$ cat src/shared/mlf_defines.svh
// Purpose: Offsets, field positions, reset values and timing counts
//          for the motor lock fault settings block.
// Assumes: 32-bit AXI4-Lite register bus, 100 MHz block clock.
// Notes:   Indices are word indices; byte address is index times four.
`ifndef MLF_DEFINES_SVH
`define MLF_DEFINES_SVH

// Register indices
`define MLF_IDX_SETTINGS   10'h092
`define MLF_IDX_REACTION   10'h093
`define MLF_IDX_STATUS     10'h094
`define MLF_IDX_MASK       10'h095

// Reset values
`define MLF_SETTINGS_RST   32'h0000_0000
`define MLF_REACTION_RST   32'h0000_0000
`define MLF_STATUS_RST     5'h00
`define MLF_MASK_RST       5'h00

// Settings register fields
`define MLF_PARITY_BIT     31
`define MLF_SPD_EN_BIT     30
`define MLF_BEMF_EN_BIT    29
`define MLF_ABSENT_EN_BIT  28
`define MLF_SPD_THR_LSB    25
`define MLF_BEMF_THR_LSB   22
`define MLF_ABSENT_THR_LSB 19
`define MLF_RETRY_LIM_LSB  0

// Reaction register fields
`define MLF_REACT_SEL_LSB  3
`define MLF_RETRY_DLY_LSB  7
`define MLF_FAULT_CLR_BIT  31

// Reaction select boundaries
`define MLF_SEL_RETRY_LO   4'h4
`define MLF_SEL_REPORT     4'h8

// Status and mask bit positions
`define MLF_ST_SPD         0
`define MLF_ST_BEMF        1
`define MLF_ST_ABSENT      2
`define MLF_ST_LATCH       3
`define MLF_ST_RETRY       4

// Threshold tables
`define MLF_PCT_FULL       8'd100
`define MLF_PCT_STEP       8'd10
`define MLF_SPD_PCT_BASE   8'd130
`define MLF_BEMF_PCT_BASE  8'd10
`define MLF_ABSENT_MA_0    11'd50
`define MLF_ABSENT_MA_1    11'd75
`define MLF_ABSENT_MA_2    11'd100
`define MLF_ABSENT_MA_3    11'd125
`define MLF_ABSENT_MA_4    11'd250
`define MLF_ABSENT_MA_5    11'd500
`define MLF_ABSENT_MA_6    11'd750
`define MLF_ABSENT_MA_7    11'd1000

// Retry attempt limits, code 0 means unlimited
`define MLF_RETRY_LIM_1    5'd2
`define MLF_RETRY_LIM_2    5'd3
`define MLF_RETRY_LIM_3    5'd5
`define MLF_RETRY_LIM_4    5'd7
`define MLF_RETRY_LIM_5    5'd10
`define MLF_RETRY_LIM_6    5'd15
`define MLF_RETRY_LIM_7    5'd20

// Timing
`define MLF_CLK_PERIOD_NS  10
`define MLF_MS_NS          1000000
`define MLF_CYC_PER_MS     (`MLF_MS_NS / `MLF_CLK_PERIOD_NS)
`define MLF_RETRY0_MS      14'd100
`define MLF_RETRY1_MS      14'd500
`define MLF_RETRY_STEP_MS  14'd1000

// Bus responses
`define MLF_RESP_OKAY      2'b00
`define MLF_RESP_SLVERR    2'b10

`endif

$ cat src/shared/mlf_pkg.sv
// Purpose: Types for the motor lock fault settings block.
// Assumes: All measurements are produced on the block clock.
// Notes:   Numeric constants live in mlf_defines.svh.
package mlf_pkg;

  // Reaction state, one-hot
  typedef enum logic [3:0] {
    MLF_IDLE    = 4'h1,
    MLF_RETRY   = 4'h2,
    MLF_LATCHED = 4'h4,
    MLF_REPORT  = 4'h8
  } mlf_fsm_t;

  // Output stage action while a fault holds
  typedef enum logic [1:0] {
    MLF_DRV_TRISTATE = 2'h0,
    MLF_DRV_RECIRC   = 2'h1,
    MLF_DRV_HS_BRAKE = 2'h2,
    MLF_DRV_LS_BRAKE = 2'h3
  } mlf_drive_t;

  // One flag per lock detector
  typedef struct packed {
    logic absent;
    logic bemf;
    logic spd;
  } mlf_lock_t;

  // Measurements from the control loop
  typedef struct packed {
    logic [15:0] speed;
    logic [15:0] maxSpeed;
    logic [15:0] bemf;
    logic [15:0] bemfExpected;
    logic [15:0] currentMa;
  } mlf_meas_t;

  // Retry delay timer state
  typedef struct packed {
    logic        busy;
    logic [23:0] pre;
    logic [13:0] ms;
    logic        done;
  } mlf_timer_t;

  // Top-level state: registers, bus channels, reaction machine
  typedef struct packed {
    logic [31:0] settings;
    logic [31:0] reaction;
    logic [4:0]  status;
    logic [4:0]  mask;
    logic        awHave;
    logic [9:0]  awIdx;
    logic        wHave;
    logic [31:0] wData;
    logic [3:0]  wStrb;
    logic        bValid;
    logic [1:0]  bResp;
    logic        rValid;
    logic [31:0] rData;
    logic [1:0]  rResp;
    mlf_fsm_t    fsm;
    logic [4:0]  retryCnt;
    logic        timerStart;
  } mlf_state_t;

endpackage : mlf_pkg

$ cat src/verilog/mlf_lock_fault_settings.sv
// Purpose: Lock fault settings register with lock reaction.
// Assumes: AXI4-Lite slave, one clock, measurements on the same clock.
// Notes:   Status bits are sticky and clear when the status is read.
// Functional notes
// - Settings word at index 92h, resets zero.
// - Bit 30 enables overspeed lock detector.
// - Bit 29 enables back-EMF lock detector.
// - Bit 28 enables motor-absent lock detector.
// - Bits 27-25 pick overspeed 130-200 percent.
// - Bits 24-22 pick back-EMF 10-80 percent.
// - Bits 21-19 pick motor-absent current limit.
// - Lock reaction: latch, auto retry, report, off.
// - Retry limit codes: unlimited, 2..20 attempts.
`timescale 1ns/1ns
`default_nettype none
`include "mlf_defines.svh"

module mlf_lock_fault_settings #(
  // Clock cycles per millisecond; shorten for simulation
  parameter logic [23:0] CYC_PER_MS = 24'(`MLF_CYC_PER_MS)
) (
  input  wire logic               clk,
  input  wire logic               resetn,
  // AXI4-Lite write address
  input  wire logic               awvalid,
  output logic                    awready,
  input  wire logic [11:0]        awaddr,
  // AXI4-Lite write data
  input  wire logic               wvalid,
  output logic                    wready,
  input  wire logic [31:0]        wdata,
  input  wire logic [3:0]         wstrb,
  // AXI4-Lite write response
  output logic                    bvalid,
  input  wire logic               bready,
  output logic [1:0]              bresp,
  // AXI4-Lite read address
  input  wire logic               arvalid,
  output logic                    arready,
  input  wire logic [11:0]        araddr,
  // AXI4-Lite read data
  output logic                    rvalid,
  input  wire logic               rready,
  output logic [31:0]             rdata,
  output logic [1:0]              rresp,
  // Measurements from the control loop
  input  wire mlf_pkg::mlf_meas_t meas,
  // Fault reporting and output stage
  output logic                    lockFault,
  output logic                    faultPinNOut,
  output logic                    faultPinNOe,
  output logic                    driveHold,
  output var  mlf_pkg::mlf_drive_t driveMode,
  output logic                    irq
);

  // Retry limit code to attempt count, zero means unlimited
  function automatic logic [4:0] retryLimit(input logic [2:0] c);
    case (c)
      3'h1:    retryLimit = `MLF_RETRY_LIM_1;
      3'h2:    retryLimit = `MLF_RETRY_LIM_2;
      3'h3:    retryLimit = `MLF_RETRY_LIM_3;
      3'h4:    retryLimit = `MLF_RETRY_LIM_4;
      3'h5:    retryLimit = `MLF_RETRY_LIM_5;
      3'h6:    retryLimit = `MLF_RETRY_LIM_6;
      3'h7:    retryLimit = `MLF_RETRY_LIM_7;
      default: retryLimit = 5'h00;
    endcase
  endfunction : retryLimit

  // Merge a write into a word under its byte strobes
  function automatic logic [31:0] applyStrb(input logic [31:0] old,
                                            input logic [31:0] nw,
                                            input logic [3:0]  stb);
    applyStrb = old;
    for (int i = 0; i < 4; i++) begin
      if (stb[i]) begin
        applyStrb[8*i +: 8] = nw[8*i +: 8];
      end
    end
  endfunction : applyStrb

  mlf_pkg::mlf_state_t q;        // Current state
  mlf_pkg::mlf_state_t d;        // Next state
  mlf_pkg::mlf_lock_t  hitsRaw;  // Detector hits before the enables
  mlf_pkg::mlf_lock_t  lockNow;  // Hits of enabled detectors only
  logic                anyLock;  // Some enabled detector sees a lock
  logic [3:0]          reactSel; // Lock reaction select
  logic [4:0]          retryLim; // Allowed retries, zero unlimited
  logic                timerBusy;
  logic                timerDone;

  // Threshold compares live in their own module
  mlf_lock_detect u_detect (
    .clk        (clk),
    .resetn     (resetn),
    .meas       (meas),
    .spdCode    (q.settings[`MLF_SPD_THR_LSB +: 3]),
    .bemfCode   (q.settings[`MLF_BEMF_THR_LSB +: 3]),
    .absentCode (q.settings[`MLF_ABSENT_THR_LSB +: 3]),
    .hits       (hitsRaw)
  );

  // Delay before each automatic fault clear
  mlf_retry_timer #(
    .CYC_PER_MS (CYC_PER_MS)
  ) u_timer (
    .clk    (clk),
    .resetn (resetn),
    .start  (q.timerStart),
    .code   (q.reaction[`MLF_RETRY_DLY_LSB +: 4]),
    .busy   (timerBusy),
    .done   (timerDone)
  );

  // Enables gate each detector; a disabled one cannot fault
  assign lockNow.spd    = hitsRaw.spd & q.settings[`MLF_SPD_EN_BIT];
  assign lockNow.bemf   = hitsRaw.bemf & q.settings[`MLF_BEMF_EN_BIT];
  assign lockNow.absent = hitsRaw.absent &
                          q.settings[`MLF_ABSENT_EN_BIT];
  assign anyLock        = |lockNow;

  assign reactSel = q.reaction[`MLF_REACT_SEL_LSB +: 4];
  assign retryLim = retryLimit(q.settings[`MLF_RETRY_LIM_LSB +: 3]);

  // Next-state logic: bus slave, registers, reaction machine
  always_comb begin
    logic        wrGo;     // Address and data both present
    logic [9:0]  wIdx;     // Word index of the write
    logic [31:0] wDat;     // Write data
    logic [3:0]  wStb;     // Write strobes
    logic [31:0] merged;   // Strobed write value
    logic        clrPulse; // Software clears a latched fault
    logic        rdClr;    // Status read this cycle
    logic [9:0]  rIdx;     // Word index of the read
    logic [4:0]  evt;      // Status events this cycle
    d            = q;
    d.timerStart = 1'b0;
    clrPulse     = 1'b0;
    rdClr        = 1'b0;
    evt          = 5'h00;
    merged       = 32'h0000_0000;
    rIdx         = araddr[11:2];
    wIdx = q.awHave ? q.awIdx : awaddr[11:2];
    wDat = q.wHave ? q.wData : wdata;
    wStb = q.wHave ? q.wStrb : wstrb;
    wrGo = (q.awHave || (awvalid && awready)) &&
           (q.wHave || (wvalid && wready)) && !q.bValid;

    // Write address and data may arrive in either order
    if (awvalid && awready) begin
      d.awHave = 1'b1;
      d.awIdx  = awaddr[11:2];
    end
    if (wvalid && wready) begin
      d.wHave = 1'b1;
      d.wData = wdata;
      d.wStrb = wstrb;
    end

    // Commit the write once both halves are in
    if (wrGo) begin
      d.awHave = 1'b0;
      d.wHave  = 1'b0;
      d.bValid = 1'b1;
      d.bResp  = `MLF_RESP_OKAY;
      if (wIdx == `MLF_IDX_SETTINGS) begin
        d.settings = applyStrb(q.settings, wDat, wStb);
      end else if (wIdx == `MLF_IDX_REACTION) begin
        // Clear bit is a strobe; it never reads back as one
        d.reaction = applyStrb(q.reaction, wDat, wStb);
        d.reaction[`MLF_FAULT_CLR_BIT] = 1'b0;
        clrPulse = wStb[3] & wDat[`MLF_FAULT_CLR_BIT];
      end else if (wIdx == `MLF_IDX_MASK) begin
        merged = applyStrb({27'h0, q.mask}, wDat, wStb);
        d.mask = merged[4:0];
      end else if (wIdx == `MLF_IDX_STATUS) begin
        // Status clears only by reading; writes are accepted
        d.bResp = `MLF_RESP_OKAY;
      end else begin
        // Unmapped address
        d.bResp = `MLF_RESP_SLVERR;
      end
    end else if (q.bValid && bready) begin
      d.bValid = 1'b0;
    end

    // Read: one outstanding, answered the cycle after acceptance
    if (arvalid && arready) begin
      d.rValid = 1'b1;
      d.rResp  = `MLF_RESP_OKAY;
      if (rIdx == `MLF_IDX_SETTINGS) begin
        d.rData = q.settings;
      end else if (rIdx == `MLF_IDX_REACTION) begin
        d.rData = q.reaction;
      end else if (rIdx == `MLF_IDX_STATUS) begin
        d.rData = {27'h0, q.status};
        rdClr   = 1'b1;
      end else if (rIdx == `MLF_IDX_MASK) begin
        d.rData = {27'h0, q.mask};
      end else begin
        d.rData = 32'h0000_0000;
        d.rResp = `MLF_RESP_SLVERR;
      end
    end else if (q.rValid && rready) begin
      d.rValid = 1'b0;
    end

    // Detector events; only enabled detectors reach status
    evt[`MLF_ST_SPD]    = lockNow.spd;
    evt[`MLF_ST_BEMF]   = lockNow.bemf;
    evt[`MLF_ST_ABSENT] = lockNow.absent;

    // Lock reaction machine
    unique case (q.fsm)
      mlf_pkg::MLF_IDLE: begin
        if (anyLock) begin
          if (reactSel < `MLF_SEL_RETRY_LO) begin
            // Latched fault with the chosen output action
            d.fsm = mlf_pkg::MLF_LATCHED;
            evt[`MLF_ST_LATCH] = 1'b1;
          end else if (reactSel < `MLF_SEL_REPORT) begin
            if (retryLim != 5'h00 && q.retryCnt >= retryLim) begin
              // Retries used up: fault latches
              d.fsm = mlf_pkg::MLF_LATCHED;
              evt[`MLF_ST_LATCH] = 1'b1;
            end else begin
              // Hold off, then clear automatically
              d.fsm        = mlf_pkg::MLF_RETRY;
              d.timerStart = 1'b1;
              if (retryLim != 5'h00) begin
                d.retryCnt = q.retryCnt + 5'h01;
              end
            end
          end else if (reactSel == `MLF_SEL_REPORT) begin
            // Report only: pin active, output stage untouched
            d.fsm = mlf_pkg::MLF_REPORT;
          end
        end
      end
      mlf_pkg::MLF_RETRY: begin
        if (timerDone) begin
          d.fsm = mlf_pkg::MLF_IDLE;
          evt[`MLF_ST_RETRY] = 1'b1;
        end
      end
      mlf_pkg::MLF_LATCHED: begin
        // Only software releases a latched fault
        if (clrPulse) begin
          d.fsm      = mlf_pkg::MLF_IDLE;
          d.retryCnt = 5'h00;
        end
      end
      mlf_pkg::MLF_REPORT: begin
        if (!anyLock) begin
          d.fsm = mlf_pkg::MLF_IDLE;
        end
      end
      default: begin
        // Recover from an illegal code
        d.fsm = mlf_pkg::MLF_IDLE;
      end
    endcase

    // Sticky status: a new event wins over the read clear
    d.status = (q.status & ~(rdClr ? q.status : 5'h00)) | evt;
  end

  // State register; everything resets to a constant
  always_ff @(posedge clk) begin
    if (!resetn) begin
      q          <= '0;
      q.settings <= `MLF_SETTINGS_RST;
      q.reaction <= `MLF_REACTION_RST;
      q.status   <= `MLF_STATUS_RST;
      q.mask     <= `MLF_MASK_RST;
      q.fsm      <= mlf_pkg::MLF_IDLE;
    end else begin
      q <= d;
    end
  end

  // Bus handshakes: one write and one read in flight
  assign awready = !q.awHave && !q.bValid;
  assign wready  = !q.wHave && !q.bValid;
  assign bvalid  = q.bValid;
  assign bresp   = q.bResp;
  assign arready = !q.rValid;
  assign rvalid  = q.rValid;
  assign rdata   = q.rData;
  assign rresp   = q.rResp;

  // Fault outputs; the pin is open-drain, so it only pulls low
  assign lockFault    = q.fsm != mlf_pkg::MLF_IDLE;
  assign faultPinNOut = 1'b0;
  assign faultPinNOe  = q.fsm != mlf_pkg::MLF_IDLE;
  assign driveHold    = q.fsm == mlf_pkg::MLF_LATCHED ||
                        q.fsm == mlf_pkg::MLF_RETRY;
  assign driveMode    = mlf_pkg::mlf_drive_t'(reactSel[1:0]);
  assign irq          = |(q.status & q.mask);
endmodule : mlf_lock_fault_settings
`default_nettype wire

$ cat src/verilog/mlf_lock_detect.sv
// Purpose: Compare measurements against the three lock thresholds.
// Assumes: Measurements are on clk; codes come from the settings word.
// Notes:   Raw hits, not yet gated by the enables; one cycle latency.
`timescale 1ns/1ns
`default_nettype none
`include "mlf_defines.svh"

module mlf_lock_detect (
  input  wire logic               clk,
  input  wire logic               resetn,
  input  wire mlf_pkg::mlf_meas_t meas,
  input  wire logic [2:0]         spdCode,
  input  wire logic [2:0]         bemfCode,
  input  wire logic [2:0]         absentCode,
  output var  mlf_pkg::mlf_lock_t hits
);

  // Percentage for a code: base plus ten per step
  function automatic logic [7:0] pctOf(input logic [7:0] base,
                                       input logic [2:0] code);
    pctOf = base + `MLF_PCT_STEP * {5'h00, code};
  endfunction : pctOf

  // Product kept at full width so no term overflows
  function automatic logic [23:0] scale(input logic [15:0] v,
                                        input logic [7:0]  p);
    scale = {8'h00, v} * {16'h0000, p};
  endfunction : scale

  // Motor-absent current limit in milliamperes
  function automatic logic [10:0] absentMa(input logic [2:0] code);
    case (code)
      3'h0:    absentMa = `MLF_ABSENT_MA_0;
      3'h1:    absentMa = `MLF_ABSENT_MA_1;
      3'h2:    absentMa = `MLF_ABSENT_MA_2;
      3'h3:    absentMa = `MLF_ABSENT_MA_3;
      3'h4:    absentMa = `MLF_ABSENT_MA_4;
      3'h5:    absentMa = `MLF_ABSENT_MA_5;
      3'h6:    absentMa = `MLF_ABSENT_MA_6;
      default: absentMa = `MLF_ABSENT_MA_7;
    endcase
  endfunction : absentMa

  mlf_pkg::mlf_lock_t d;  // Next hits

  // Threshold compares; percentages avoid any divider
  always_comb begin
    d.spd    = scale(meas.speed, `MLF_PCT_FULL) >
               scale(meas.maxSpeed, pctOf(`MLF_SPD_PCT_BASE, spdCode));
    d.bemf   = scale(meas.bemf, `MLF_PCT_FULL) <
               scale(meas.bemfExpected,
                     pctOf(`MLF_BEMF_PCT_BASE, bemfCode));
    d.absent = meas.currentMa < {5'h00, absentMa(absentCode)};
  end

  // Register the hits
  always_ff @(posedge clk) begin
    if (!resetn) begin
      hits <= '0;
    end else begin
      hits <= d;
    end
  end
endmodule : mlf_lock_detect
`default_nettype wire

$ cat src/verilog/mlf_retry_timer.sv
// Purpose: Count the retry delay before an automatic fault clear.
// Assumes: start is a one-cycle pulse on clk.
// Notes:   A millisecond prescaler keeps the counters short.
`timescale 1ns/1ns
`default_nettype none
`include "mlf_defines.svh"

module mlf_retry_timer #(
  parameter logic [23:0] CYC_PER_MS = 24'(`MLF_CYC_PER_MS)
) (
  input  wire logic       clk,
  input  wire logic       resetn,
  input  wire logic       start,
  input  wire logic [3:0] code,
  output logic            busy,
  output logic            done
);

  // Delay in milliseconds: 100, 500, then whole seconds
  function automatic logic [13:0] delayMs(input logic [3:0] c);
    if (c == 4'h0) begin
      delayMs = `MLF_RETRY0_MS;
    end else if (c == 4'h1) begin
      delayMs = `MLF_RETRY1_MS;
    end else begin
      delayMs = 14'(`MLF_RETRY_STEP_MS * 14'(c - 4'h1));
    end
  endfunction : delayMs

  mlf_pkg::mlf_timer_t q;  // Current state
  mlf_pkg::mlf_timer_t d;  // Next state

  // Prescale to milliseconds, then count the delay down
  always_comb begin
    d      = q;
    d.done = 1'b0;
    if (start) begin
      d.busy = 1'b1;
      d.pre  = '0;
      d.ms   = delayMs(code);
    end else if (q.busy) begin
      if (q.pre == CYC_PER_MS - 24'h1) begin
        d.pre = '0;
        if (q.ms == 14'h1) begin
          d.busy = 1'b0;
          d.done = 1'b1;
        end else begin
          d.ms = q.ms - 14'h1;
        end
      end else begin
        d.pre = q.pre + 24'h1;
      end
    end
  end

  // State register
  always_ff @(posedge clk) begin
    if (!resetn) begin
      q <= '0;
    end else begin
      q <= d;
    end
  end

  assign busy = q.busy;
  assign done = q.done;
endmodule : mlf_retry_timer
`default_nettype wire

$ cat config.mk
export PLATFORM = sky130hd
export DESIGN_NAME = mlf_lock_fault_settings
export DESIGN_NICKNAME = d
export VERILOG_FILES = /design/src/shared/mlf_pkg.sv /design/src/verilog/mlf_lock_fault_settings.sv /design/src/verilog/mlf_lock_detect.sv /design/src/verilog/mlf_retry_timer.sv
export VERILOG_INCLUDE_DIRS = /design/src /design/src/shared
export SDC_FILE = /design/constraint.sdc
export NUM_CORES = 1
export LEC_CHECK = 0
export ABC_AREA = 1
export BUFFER_PORTS_ARGS = -buffer_cell sky130_fd_sc_hd__buf_2
export CAP_MARGIN = 25
export CORE_AREA = 8 8 213 215
export CTS_BUF_LIST = sky130_fd_sc_hd__clkbuf_16
export DETAILED_ROUTE_END_ITERATION = 10
export DIE_AREA = 0 0 221 223
export GPL_TIMING_DRIVEN = 0
export PLACE_DENSITY = 0.76
export SYNTH_ARGS = -nofsm -noshare
export SYNTH_HDL_FRONTEND = slang
export SYNTH_SLANG_ARGS = --single-unit
$ cat constraint.sdc
create_clock -name clk -period 7.4 [get_ports clk]
set_input_delay 0.74 -clock clk [delete_from_list [all_inputs] [get_ports clk]]
set_output_delay 0.74 -clock clk [all_outputs]
set_load 0.01 [all_outputs]
# Word level (Yosys, flattened, before mapping)
# Cells that the tools add are included.
# op_classes
addsub	6
n_mul	7
div_mod_pow	0
n_lt_le_gt_ge	6
eq_ne	40
n_shift	0
n_mux	60
n_bitwise	16
n_reduce_logical	43
# ops
op	n
== test 10 x 8 -> 1 bit, second input constant	8
case mux 10 bit (7 select lines)	1
2-to-1 mux 32 bit	2
multiplier 16 x 8 -> 24 bit	2
multiplier 16 x 5 -> 21 bit, second input constant	2
2-to-1 mux 14 bit	3
2-to-1 mux 40 bit	1
2-to-1 mux 39 bit	1
case mux 5 bit (7 select lines)	1
2-to-1 mux 31 bit	1
adder 24 x 1 -> 24 bit, second input constant	1
== test 24 x 17 -> 1 bit, second input constant	1
greater-than comparator 23 x 24 -> 1 bit	1
< comparator 23 x 24 -> 1 bit	1
2-to-1 mux 24 bit	1
2-to-1 mux 4 bit	6
== test 3 bit, second input constant	7
2-to-1 mux 1 bit	21
2-to-1 mux 10 bit	2
2-to-1 mux 5 bit	4
2-to-1 mux 6 bit	3
< comparator 16 x 10 -> 1 bit	1
2-to-1 mux 2 bit	8
inequality test 2 bit, second input constant	8
45 further kinds	91
# word_totals
regBits	212
latchBits	0
mem_bits_rw	0
rom_bits	0
output_inout_bits	48
elab_cells	208
memories	0

# Logic depth before layout (Yosys ltp)
# Gate-level depths: netlist (run 1).
# depth
ltp_word	10
depth_mapped	37
ltp_nobuf	37

# Modules after synthesis
# Synthesis (run 1) repeated with hierarchy kept, for this count alone.
# unflattened
hier_cells	3395
area_unflattened_um2	23974.2
# by_module_without_submodules
module	n_inst	cells_each	area_per_inst_um2	seq_area_each_um2
mlf_lock_detect	1	1731	12483.2	60.1
mlf_lock_fault_settings	1	1106	7843.8	3343.2
mlf_retry_timer	1	558	3647.2	800.8

# Worst setup path after synthesis (run 1)
# OpenSTA, ideal clock, no wires.
# synth_timing
path_type	flip-flop to flip-flop
start	register q[163] (netlist name)
end	register u_detect.hits[0] (netlist name)
setup_time_ps	116
t_arrival_ps	5813
required_ps	7284
slack_ps	1471
path_stages_with_launch	35
n_path_buf	1
path_cell_list	dfxtp_1 ha_1 ha_1 ha_1 nand4_1 nor2_1 clkbuf_1 nor2_1 fa_1 inv_1 fa_1 fa_1 fa_1 inv_1 ha_1 nand2_1 inv_1 nand2_1 nand2_1 a21oi_1 o21bai_1 nand2_1 nand2_1 xnor2_1 ha_1 a21oi_1 o21ai_0 nor2_1 nand2_1 nand2_1 nand2_1 nand2_1 nand2_1 nand2_1 a21oi_1
# synth_between
elab_chain_cells	4
# synth_lines
item	line_no	text
start: declaration	mlf_lock_fault_settings.sv:83	mlf_pkg::mlf_state_t q;
multiplier 3 x 3 -> 6 bit (no source line)	-	
adder 8 x 7 -> 8 bit	mlf_lock_detect.sv:21	pctOf = base + `MLF_PCT_STEP * {5'h00, code};
multiplier 16 x 8 -> 24 bit	mlf_lock_detect.sv:27	scale = {8'h00, v} * {16'h0000, p};
greater-than comparator 23 x 24 -> 1 bit	mlf_lock_detect.sv:48	d.spd = scale(meas.speed, `MLF_PCT_FULL) >
end signal: assignment	mlf_lock_detect.sv:59	hits <= '0;
end signal: assignment	mlf_lock_detect.sv:61	hits <= d;
end: declaration	mlf_lock_detect.sv:15	output var mlf_pkg::mlf_lock_t hits
# No other way between the ends.
# A chain may end at the register's enable or synchronous reset.

# Worst setup path after layout (run 1)
# layout_timing
start	register q[162] (netlist name)
end	register u_detect.hits[1] (netlist name)
# layout_between
elab_chain_cells	4
# layout_lines
item	line_no	text
multiplier 3 x 3 -> 6 bit (no source line)	-	
adder 4 x 7 -> 8 bit	mlf_lock_detect.sv:21	
multiplier 16 x 8 -> 24 bit	mlf_lock_detect.sv:27	
< comparator 23 x 24 -> 1 bit	mlf_lock_detect.sv:50	d.bemf = scale(meas.bemf, `MLF_PCT_FULL) <
# No other way between the ends.

==> impl_summary.log, run 1 <==
INFO  metric final.setup.tns = 0 ns
INFO  metric crit_start = q[162]$_SDFFE_PN0P_
INFO  metric holdCritPathClass = flop to flop
INFO  metric crit_type = flop to flop
INFO  metric multi_input_area = 16000 um2
INFO  metric synth_area_leaders = dfxtp_1 (18%), ha_1 (16%), fa_1 (15%)
INFO  metric drt-wirelength-per-cell = 14.7 um
INFO  metric cts_setup_buffers = 0
INFO  metric share_of_the_yosys_chip_area_belonging_to_registers = 17.8%
INFO  metric ys_async_sr_fraction = 0%
INFO  metric drive_above_1_share = 8.42%
INFO  metric cts.reportedPaths.clkPinSlew = 0.06 ns
INFO  metric initialDrtViolationCount = 1689
INFO  metric run_status = finished clean
INFO  metric synth-main-ff-cell = dfxtp_1
INFO  metric pwr_density_cell = 141 nW/um2
INFO  metric p_leak = 13.7 nW
INFO  metric netlist.area_leader.share = 17.8%
INFO  metric cts_buffers = 23
INFO  metric maxClockFrequency = 0.144 GHz
INFO  metric min_delay_src = q[66]$_SDFFE_PN0P_
INFO  metric syn-instance-count = 3391
INFO  metric synth-warning-count = 0
INFO  metric unrepaired_setup_endpoints_after_global_routing = false
INFO  metric synth.avg_cell_area = 6.98 um2
INFO  metric hpwl = 51.0 mm
INFO  metric final_cell_count_no_fill = 4174
INFO  metric timing.critical_path.to_type = flop
INFO  metric synth_top_cells_by_count = inv_1 (752), nand2_1 (613), nor2_1 (384), ha_1 (305), dfxtp_1 (210)
INFO  metric wire_length_of_the_first_global_routing_pass = 101 mm
INFO  metric remaining_drc_errors = 0
INFO  metric cts-resized-gates = 0
INFO  metric num_rows = 76
INFO  metric viasPerCell = 5.21
INFO  metric r2r-start = q[162]$_SDFFE_PN0P_
INFO  metric dr_total_vias = 21700
INFO  metric worstPathRequired = 7.80 ns
INFO  metric tightest_slew = 1.08 ns
INFO  metric yosys.area.top_type = dfxtp_1
INFO  metric number_of_hold_violations_in_the_final_report = 0
INFO  metric final_wirelength = 61.4 mm
INFO  metric cts_tree = done
INFO  metric maxCapViolations = 0
INFO  metric design.portCount = 195
INFO  metric ctsHtreeMaxLevel = 1
INFO  metric die_h = 223 um
INFO  metric post_synthesis_cell_area = 23700 um2
INFO  metric dr.pass1.iters = 5
INFO  metric grt_antenna_before_repair = 11
INFO  metric dp.cells = 4127
INFO  metric grt-ovfl-total = 0
INFO  metric grt.total_usage = 24.2%
INFO  metric synth-edff-count = 0
INFO  metric nature_of_the_critical_path_startpoint = flop
INFO  metric cpMostUsedCell = nand2_1
INFO  metric worst_path_largest_cell_delay = 0.55 ns
INFO  metric regArea = 4200 um2
INFO  metric finClkSkew = 0.0228 ns
INFO  metric drv_slew = 0
INFO  metric placement.io_buffers = 187
INFO  metric clock_root_buffer = clkbuf_16
INFO  metric fin_crit_period = 6.96 ns
INFO  metric largest_net_degree_at_the_start_of_global_routing = 14
INFO  metric worst_ir_drop_vdd = 0.140 mV
INFO  metric worst_hold_slack = 0.451 ns
INFO  metric synth_cell_types = 51
INFO  metric grt_pass1_vias = 20700
INFO  metric core = 42300 um2
INFO  metric cts.path.max_buffers = 3
INFO  metric design.die.area = 49300 um2
INFO  metric worstSkewPairLatency = 0.52 ns
INFO  metric cts_num_sinks = 210
INFO  metric cts_hold_buffers = 0
INFO  metric crit_fanout = 10
INFO  metric finalPower = 3.68 mW
INFO  metric fin_crit_sh = 94.0%
INFO  metric count_leader_synth = inv_1
INFO  metric utilization = 61.5%
INFO  metric max-slew-margin-rel = 27.9%
INFO  metric worstPathArrival = 7.36 ns
INFO  metric start_util = 56.0%
INFO  metric detail-route-antenna-nets = 0
INFO  metric timing.critical_path.slowest_stage_cell = o21ai_0
INFO  metric area_growth_syn_to_layout = 9.82%
INFO  metric layout.filler_cells = 3969
INFO  metric chipWidth = 221 um
INFO  metric fin_nets = 4231
INFO  metric synth.ff_latch_count = 210
INFO  metric setup_violation_total_in_the_final_timing_report = 0
INFO  metric routability_congestion = 0.960
## registers in the layout (all words and copies together) (netlist names)
name and cells:
q 129, u_timer.q 38, rdata 32, u_detect.hits 3, driveMode 2, bresp 1, bvalid 1, rresp 1
rvalid 1, u_timer.busy 1, u_timer.done 1
## report_power, final
group          total [mW]  leakage [nW]  internal (mW)  switching, mW
clock                1.06         0.333          0.568          0.489
sequential           1.20          1.71           1.18         0.0213
combinational        1.43          11.7          0.550          0.877
## worst paths after layout
| kind | end | slack [ns] | depth (start not counted) |
|---|---|---|---|
| hold / removal | q[66]$_SDFFE_PN0P_ | 0.45 | 2 |
| setup reg to reg | u_detect.hits[1]$_SDFF_PN0_ | 0.44 | 28 |
| hold reg to reg | q[66]$_SDFFE_PN0P_ | 0.45 | 2 |
| setup / recovery | u_detect.hits[1]$_SDFF_PN0_ | 0.44 | 28 |
## final cells by class
class	instances	share of cell area, %
flip-flops and latches	210	16.2
multi-input cells	2307	61.6
plain buffers	113	2.33
inverters	762	11.0
clock inverters	19	0.370
repair buffers	188	3.64
diodes	6	0.0577
well taps	546	2.63
clock buffers	23	2.21
## cells by family after synthesis
group / Yosys count / synth area share, %
flip-flops: 210 / 17.8
XOR/XNOR: 97 / 3.59
AO/OA/AOI/OAI: 479 / 11.3
other: 1 / 0.0158
AND/OR/NAND/NOR: 1249 / 21.9
adder cells (fa/ha/maj): 479 / 30.8
buffers and inverters: 876 / 14.6
## metal layers
metal / up-vias / share of wire (%) / track usage [%]
li1: 11000 / - / -
met1: 9978 / 44 / 31.6
met2: 631 / 46 / 40.8
met3: 129 / 6.7 / 3.98
met4: 10 / 2.9 / 7.12
met5: - / 0.11 / 0
## worst max-delay path, delay by kind of cell, from the launching register on
family | cells | cell delay [ns]
adders and majority gates | 7 | 2.74
DFF | 1 | 0.50
buffers and inverters | 4 | 0.51
and+or+nand+nor | 9 | 1.38
AOI/OAI and AO/OA | 7 | 1.59
xor gates and xnor gates | 1 | 0.12
## through the flow
stage	worst slack, ns	instance area (um2)
5_1_grt	0.0438	26000
2_1_floorplan	1.47	23700
3_3_place_gp	0.462	25300
4_1_cts	0.326	26000
3_5_place_dp	0.376	25300
6_report	0.441	26000
## placed cells by master, fill, tap and decap left out, types with 14 or more instances in the layout
cell,n
inv_1,755
nand2_1,613
nor2_1,384
ha_1,305
dfxtp_1,210
a21oi_1,207
buf_2,191
fa_1,174
o21ai_0,170
nand3_1,129
xor2_1,62
clkbuf_1,56
nor3_1,40
buf_4,40
nand4_1,39
xnor2_1,35
o211ai_1,28
clkbuf_16,23
o221ai_1,15
a211oi_1,14
Power figures use the tool's default switching activity.
==> run 2: changes to the inputs <==
Clock period 7.4 ns to 8.8 ns, I/O delays scaled along.
==> run 2 against run 1 <==
  * Routed wire length hardly changed
  * Sequential share of layout area about the same
  * Final area is essentially flat
  * Utilization about the same
  * Fmax down 1.9%
  * Global-route usage did not move
  * Largest power group unchanged
  * Sequential power is 16% lower
  * Via count down 0.11%
  * Clock-buffer cell count is the same
==> impl_summary.log, run 2 (same netlist as run 1, synthesis figures left out) <==
INFO  metric run_status = finished clean
INFO  metric final_common_cell = inv_1
INFO  metric grt-ovfl-total = 0 (unchanged)
INFO  metric die_h = 223 um (unchanged)
INFO  metric top_register = q
INFO  metric crit_type = flop to flop
INFO  metric worstPathRequired = 9.20 ns (+1.40 ns)
INFO  metric cts.path.max_buffers = 3 (unchanged)
INFO  metric area_growth_syn_to_layout = 9.81% (about the same)
INFO  metric cts_hold_buffers = 0 (unchanged)
INFO  metric cpMostUsedCell = nand2_1
INFO  metric grt.total_usage = 24.2% (unchanged)
INFO  metric finalPower = 3.10 mW (-16%)
INFO  metric worst_ir_drop_vdd = 0.117 mV (-16%)
INFO  metric p_leak = 13.7 nW (about the same)
INFO  metric unrepaired_setup_endpoints_after_global_routing = false
INFO  metric dr_total_vias = 21700 (-0.11%)
INFO  metric placement.io_buffers = 187 (unchanged)
INFO  metric max_reg_flops = 129 (unchanged)
INFO  metric drive_above_1_share = 8.31% (-0.11 points)
INFO  metric remaining_drc_errors = 0 (unchanged)
INFO  metric viasPerCell = 5.20 (-0.11%)
INFO  metric grt_pass1_vias = 20700 (unchanged)
INFO  metric final_wirelength = 61.4 mm (about the same)
INFO  metric fin_crit_period = 7.10 ns (+0.137 ns)
INFO  metric final.setup.tns = 0 ns (unchanged)
INFO  metric timing.critical_path.slowest_stage_cell = fa_1
INFO  metric ctsHtreeMaxLevel = 1 (unchanged)
INFO  metric start_util = 56.0% (unchanged)
INFO  metric worstSkewPairLatency = 0.52 ns (about the same)
INFO  metric cp_top_family = adder cells
INFO  metric initialDrtViolationCount = 1686 (-0.18%)
INFO  metric dr.pass1.iters = 6 (+1)
INFO  metric design.die.area = 49300 um2 (unchanged)
INFO  metric fin_nets = 4232 (+0.024%)
INFO  metric chipWidth = 221 um (unchanged)
INFO  metric routability_congestion = 0.960 (unchanged)
INFO  metric detail-route-antenna-nets = 0 (unchanged)
INFO  metric worst_path_largest_cell_delay = 0.55 ns (about the same)
INFO  metric cts_tree = done
INFO  metric grt_antenna_before_repair = 11 (unchanged)
INFO  metric max-slew-margin-rel = 25.3% (-2.6 points)
INFO  metric drv_slew = 0 (unchanged)
INFO  metric wire_length_of_the_first_global_routing_pass = 101 mm (unchanged)
INFO  metric cts_buffers = 23 (unchanged)
INFO  metric path_buf_inv = 6 (+2)
INFO  metric nature_of_the_critical_path_startpoint = flop
INFO  metric core = 42300 um2 (unchanged)
INFO  metric clock_root_buffer = clkbuf_16
INFO  metric cts_num_sinks = 210 (unchanged)
INFO  metric setup_violation_total_in_the_final_timing_report = 0 (unchanged)
INFO  metric most-common-layout-cells = inv_1 (755), nand2_1 (613), nor2_1 (384)
INFO  metric tightest_slew = 1.12 ns (+0.0383 ns)
INFO  metric cts_setup_buffers = 0 (unchanged)
INFO  metric cts.reportedPaths.clkPinSlew = 0.06 ns (about the same)
INFO  metric hpwl = 51.0 mm (unchanged)
INFO  metric timing.critical_path.to_type = flop
INFO  metric drt-wirelength-per-cell = 14.7 um (about the same)
INFO  metric maxCapViolations = 0 (unchanged)
INFO  metric largest_net_degree_at_the_start_of_global_routing = 14 (unchanged)
INFO  metric crit_fanout = 10 (unchanged)
INFO  metric design.portCount = 195 (unchanged)
INFO  metric holdCritPathClass = flop to flop
INFO  metric cts-resized-gates = 0 (unchanged)
INFO  metric num_rows = 76 (unchanged)
INFO  metric worstPathArrival = 7.50 ns (+0.14 ns)
INFO  metric finClkSkew = 0.0210 ns (-0.00180 ns)
INFO  metric pwr_density_cell = 119 nW/um2 (-16%)
INFO  metric fin_crit_sh = 80.6% (-13 points)
INFO  metric number_of_hold_violations_in_the_final_report = 0 (unchanged)
INFO  metric maxClockFrequency = 0.141 GHz (-1.9%)
==> run 2: cell count changes in the layout (fill, tap and decap cells not counted) <==
cell,previous run,this run
clkbuf_1,56,61
clkbuf_2,4,0
diode_2,6,5
==> run 2: final timing paths <==
check,startpoint,to,slack (ns),cells past startpoint
worst min register to register,q[78]$_SDFFE_PN0P_,q[78]$_SDFFE_PN0P_,0.45,2
worst min-delay path,q[78]$_SDFFE_PN0P_,q[78]$_SDFFE_PN0P_,0.45,2
worst max-delay path,q[160]$_SDFFE_PN0P_,u_detect.hits[1]$_SDFF_PN0_,1.70,30
worst max register to register,q[160]$_SDFFE_PN0P_,u_detect.hits[1]$_SDFF_PN0_,1.70,30
==> run 2: per-layer routing <==
layer / global-route usage (%) / vias to the layer above / share of wire, %
met5: 0 / - / 0.13
met2: 40.8 / 643 / 46
li1: - / 11000 / -
met4: 7.12 / 12 / 2.9
met1: 31.6 / 9945 / 44
met3: 3.98 / 130 / 6.9
==> run 2: report_power, final <==
part | internal (mW) | leakage, nW | switching (mW) | total (mW)
Sequential | 0.988 | 1.71 | 0.0179 | 1.01
Clock | 0.477 | 0.333 | 0.412 | 0.889
Combinational | 0.463 | 11.7 | 0.738 | 1.20
Total | 1.93 | 13.7 | 1.17 | 3.10
==> run 2: tightest hold or removal path: stages, from the launching register on <==
cell     delay [ns]
dfxtp_1        0.30
inv_1          0.06
a21oi_1        0.05
==> run 2: cell type report <==
cell class / instances / area, um2
Inverter: 762 / 2860
Buffer: 114 / 606
Tap cell: 546 / 683
Timing Repair Buffer: 188 / 947
Clock buffer: 23 / 576
Antenna cell: 5 / 12.5
Clock inverter: 19 / 96.3
Fill cell: 3965 / 16300
Multi-Input combinational cell: 2307 / 16000
Sequential cell: 210 / 4200
==> run 2: per-stage QoR <==
step	setup slack, ns	hold WS [ns]	std cells	instance area [um2]	util, %
after CTS	1.73	0.452	4169	26000	61.4
after global routing	1.28	0.467	4171	26000	61.4
after global placement	1.86	0.439	4126	25300	59.8
final	1.70	0.451	4174	26000	61.5
after floorplan	2.87	0.429	3393	23700	-
after detailed placement	1.78	0.442	4127	25300	59.8
==> run 3: changes to the inputs <==
Settings changed: ABC_AREA 1 to 0, CORE_AREA 8 8 213 215 to 8 8 207 209, DIE_AREA 0 0 221 223 to 0 0 215 217.
Clock period 8.8 ns to 7.1 ns, I/O delays scaled along.
==> run 3 against run 2 <==
  * Clock skew decreased by 0.0091 ns
  * Non-clock buffer count increased by 24
  * Fmax increased by 4.2%
  * Synthesized area decreased by 5.9%
  * First-iteration DRC count decreased by 38%
  * Synthesized cell count decreased by 22%
  * Sequential power increased by 21%
  * Largest cell class unchanged
  * Highest routed layer unchanged
  * Worst setup slack got worse by 1.4 ns
  * Combinational power increased by 19%
  * Final area decreased by 4.1%
  * Sequential cell count unchanged
==> impl_summary.log, run 3 <==
INFO  metric run_status = finished clean
INFO  metric timing.critical_path.to_type = flop
INFO  metric cp_top_family = adder cells
INFO  metric nature_of_the_critical_path_startpoint = flop
INFO  metric syn-instance-count = 2638 (-22%)
INFO  metric ctsHtreeMaxLevel = 1 (unchanged)
INFO  metric multi_input_area = 16400 um2 (+2.1%)
INFO  metric cts.reportedPaths.clkPinSlew = 0.06 ns (about the same)
INFO  metric design.portCount = 195 (unchanged)
INFO  metric synth.ff_latch_count = 210 (unchanged)
INFO  metric cpMostUsedCell = a21o_1
INFO  metric cts_num_sinks = 210 (unchanged)
INFO  metric final_common_cell = inv_1
INFO  metric finalPower = 3.67 mW (+18%)
INFO  metric worstPathRequired = 7.49 ns (-1.71 ns)
INFO  metric share_seq_of_total_power = 33.4% (+0.9 points)
INFO  metric worst_ir_drop_vdd = 0.157 mV (+34%)
INFO  metric worstPathArrival = 7.20 ns (-0.30 ns)
INFO  metric final_wirelength = 56.4 mm (-8.2%)
INFO  metric synth-edff-count = 0 (unchanged)
INFO  metric dr_total_vias = 18900 (-13%)
INFO  metric netSwitchingFraction = 35.4% (-2.3 points)
INFO  metric fin_crit_sh = 95.9% (+15 points)
INFO  metric crit_type = flop to flop
INFO  metric grt-ovfl-total = 0 (unchanged)
INFO  metric cts.path.max_buffers = 3 (unchanged)
INFO  metric synth_cell_types = 79 (+55%)
INFO  metric maxClockFrequency = 0.147 GHz (+4.2%)
INFO  metric number_of_hold_violations_in_the_final_report = 0 (unchanged)
INFO  metric power.share.clock = 27.7% (-1.0 points)
INFO  metric synth-main-ff-cell = dfxtp_1
INFO  metric synth-warning-count = 0 (unchanged)
INFO  metric most-common-layout-cells = inv_1 (370), ha_1 (296), nand2_1 (220)
INFO  metric path_buf_inv = 3 (-3)
INFO  metric die_h = 217 um (-2.7%)
INFO  metric dr.pass1.iters = 7 (+1)
INFO  metric share_of_the_yosys_chip_area_belonging_to_registers = 18.9% (+1.1 points)
INFO  metric synth_area_leaders = dfxtp_1 (19%), ha_1 (17%), fa_1 (16%)
INFO  metric netlist.area_leader.share = 18.9% (+1.1 points)
INFO  metric cts_tree = done
INFO  metric max-slew-margin-rel = 37.3% (+12 points)
INFO  metric utilization = 63.2% (+1.8 points)
INFO  metric layout.filler_cells = 3428 (-14%)
INFO  metric final_critical_path_setup_slack = 0.288 ns (-1.42 ns)
INFO  metric routability_congestion = 0.903 (-6.0%)
INFO  metric tightest_slew = 0.937 ns (-0.183 ns)
INFO  metric grt_antenna_before_repair = 7 (-4)
INFO  metric chipWidth = 215 um (-2.7%)
INFO  metric max_reg_flops = 129 (unchanged)
INFO  metric worstSkewPairLatency = 0.51 ns (about the same)
INFO  metric power.share.combinational = 38.9% (about the same)
INFO  metric initialDrtViolationCount = 1044 (-38%)
INFO  metric placement.io_buffers = 186 (-0.53%)
INFO  metric finClkSkew = 0.0119 ns (-0.00909 ns)
INFO  metric largest_net_degree_at_the_start_of_global_routing = 15 (+1)
INFO  metric viasPerCell = 5.56 (+6.9%)
INFO  metric worst_hold_slack = 0.380 ns (-0.0705 ns)
INFO  metric worst_path_largest_cell_delay = 0.58 ns (+0.03 ns)
INFO  metric drive_above_1_share = 13.4% (+5.1 points)
INFO  metric cts_buffers = 21 (-8.7%)
INFO  metric clock_root_buffer = clkbuf_16
INFO  metric area_growth_syn_to_layout = 11.9%
INFO  metric final.setup.tns = 0 ns (unchanged)
INFO  metric internal_power_component = 2.37 mW (+23%)
INFO  metric core = 39500 um2 (-6.8%)
INFO  metric crit_fanout = 10 (unchanged)
INFO  metric fin_crit_period = 6.81 ns (-0.283 ns)
INFO  metric post_synthesis_cell_area = 22300 um2 (-5.9%)
INFO  metric p_leak = 11.7 nW (-15%)
INFO  metric synth.avg_cell_area = 8.45 um2 (+21%)
INFO  metric grt_pass1_vias = 19100 (-7.8%)
INFO  metric start_util = 56.5% (+0.50 points)
INFO  metric synth_top_cells_by_count = inv_1 (369), ha_1 (305), nand2_1 (220), dfxtp_1 (210), nor2_1 (187)
INFO  metric count_leader_synth = inv_1
INFO  metric pre_cts_slack = -1.11 ns (-2.89 ns)
INFO  metric setup_violation_total_in_the_final_timing_report = 0 (unchanged)
INFO  metric wire_length_of_the_first_global_routing_pass = 93.2 mm (-7.4%)
INFO  metric maxCapViolations = 0 (unchanged)
INFO  metric design.die.area = 46700 um2 (-5.3%)
INFO  metric drt-wirelength-per-cell = 16.6 um (+13%)
INFO  metric p_switching = 1.30 mW (+11%)
INFO  metric fin_nets = 3488 (-18%)
INFO  metric holdCritPathClass = primary input to flop
INFO  metric ys_async_sr_fraction = 0% (unchanged)
INFO  metric top_register = q
INFO  metric detail-route-antenna-nets = 0 (unchanged)
INFO  metric drv_slew = 0 (unchanged)
INFO  metric grt.total_usage = 23.5% (-0.71 points)
INFO  metric hpwl = 45.7 mm (-10%)
INFO  metric regArea = 4220 um2 (+0.36%)
INFO  metric num_rows = 73 (-3.9%)
INFO  metric timing.critical_path.slowest_stage_cell = fa_1
INFO  metric yosys.area.top_type = dfxtp_1
INFO  metric pwr_density_cell = 147 nW/um2 (+23%)
INFO  metric remaining_drc_errors = 0 (unchanged)
run 3: cell count changes after synthesis, sizes merged, moves of 25 or more:
cell,delta
o21ai,-115
nor2b,+72
nor2,-199
xnor2,+26
nor3,-25
a21oi,-30
inv,-390
nand2,-398
mux2i,+45
and2,+130
a21o,+30
nand3,-77
a211oi,+60
run 3: worst register-to-register path, stage by stage, from the launching register on:
cell      delay, ns
dfxtp_4        0.37
ha_1           0.19
ha_2           0.37
xor2_2         0.37
clkbuf_2       0.33
nor2b_1        0.12
fa_1           0.58
inv_1          0.07
fa_1           0.50
fa_1           0.51
fa_1           0.55
inv_2          0.06
ha_4           0.25
a21o_1         0.17
a21o_1         0.17
a21o_1         0.18
a41oi_2        0.18
o21bai_1       0.10
a21oi_1        0.17
xor2_1         0.19
ha_1           0.27
a21o_1         0.16
a21o_1         0.18
a21oi_2        0.16
o311a_1        0.20
o21ai_2        0.07
nand4_1        0.12
a21oi_2        0.09
run 3: routing by layer:
metal	global-route usage [%]	vias up	share of wire, %
li1	-	9158	-
met1	30.6	9099	44
met2	40.8	531	48
met3	3.34	119	5.6
met4	5.70	10	2.8
met5	0	-	0.080
run 3: worst paths after layout:
kind / startpoint / to / depth (start not counted) / slack (ns)
max: q[165]$_SDFFE_PN0P_ / u_detect.hits[0]$_SDFF_PN0_ / 27 / 0.29
min: rready / rvalid$_SDFFE_PN0P_ / 2 / 0.38
max reg2reg: q[165]$_SDFFE_PN0P_ / u_detect.hits[0]$_SDFF_PN0_ / 27 / 0.29
min reg2reg: rdata[7]$_SDFFE_PN0P_ / rdata[7]$_SDFFE_PN0P_ / 2 / 0.45
run 3: power groups by stage:
stage          registers (mW)  logic, mW  clock network (mW)
6_report                 1.22       1.43                1.01
5_1_grt                  1.23       1.63                1.08
3_5_place_dp             1.25       1.35                   0
3_3_place_gp             1.25       1.29                   0
4_1_cts                  1.22       1.39                1.02
2_1_floorplan            1.25       1.01                   0
run 3: logic make-up after synthesis:
| group | after synthesis | synth area share, % |
|---|---|---|
| other | 1 | 0.0168 |
| and+or+nand+nor | 803 | 18.1 |
| buffers and inverters | 497 | 9.11 |
| adders and majority gates | 479 | 32.8 |
| muxes | 70 | 3.34 |
| xor gates and xnor gates | 122 | 4.80 |
| DFF | 210 | 18.9 |
| AOI/OAI and AO/OA | 456 | 13.0 |
run 3: metrics by stage:
stage               instances  instance area [um2]
detailed placement       3352                23900
floorplan                2640                22300
finish                   3402                24900
CTS                      3394                24700
global route             3400                24900
global placement         3351                23900
run 3: area by class of cell:
class	count	area share (%)
clock buffers	21	2.11
diodes	3	0.0301
multi-input cells	1933	65.6
plain buffers	126	2.72
inverters	370	5.57
repair buffers	200	4.14
well taps	525	2.63
clock inverters	14	0.281
flip-flops and latches	210	16.9
run 3: repair_timing:
item | 4_1_cts | 5_1_grt
gates cloned | 0 | 0
resized for setup | 38 | 60
setup buffers | 7 | 7
hold buffers | 0 | 0
endpoints found under the setup margin | 2 | 2
pin swaps | 7 | 23
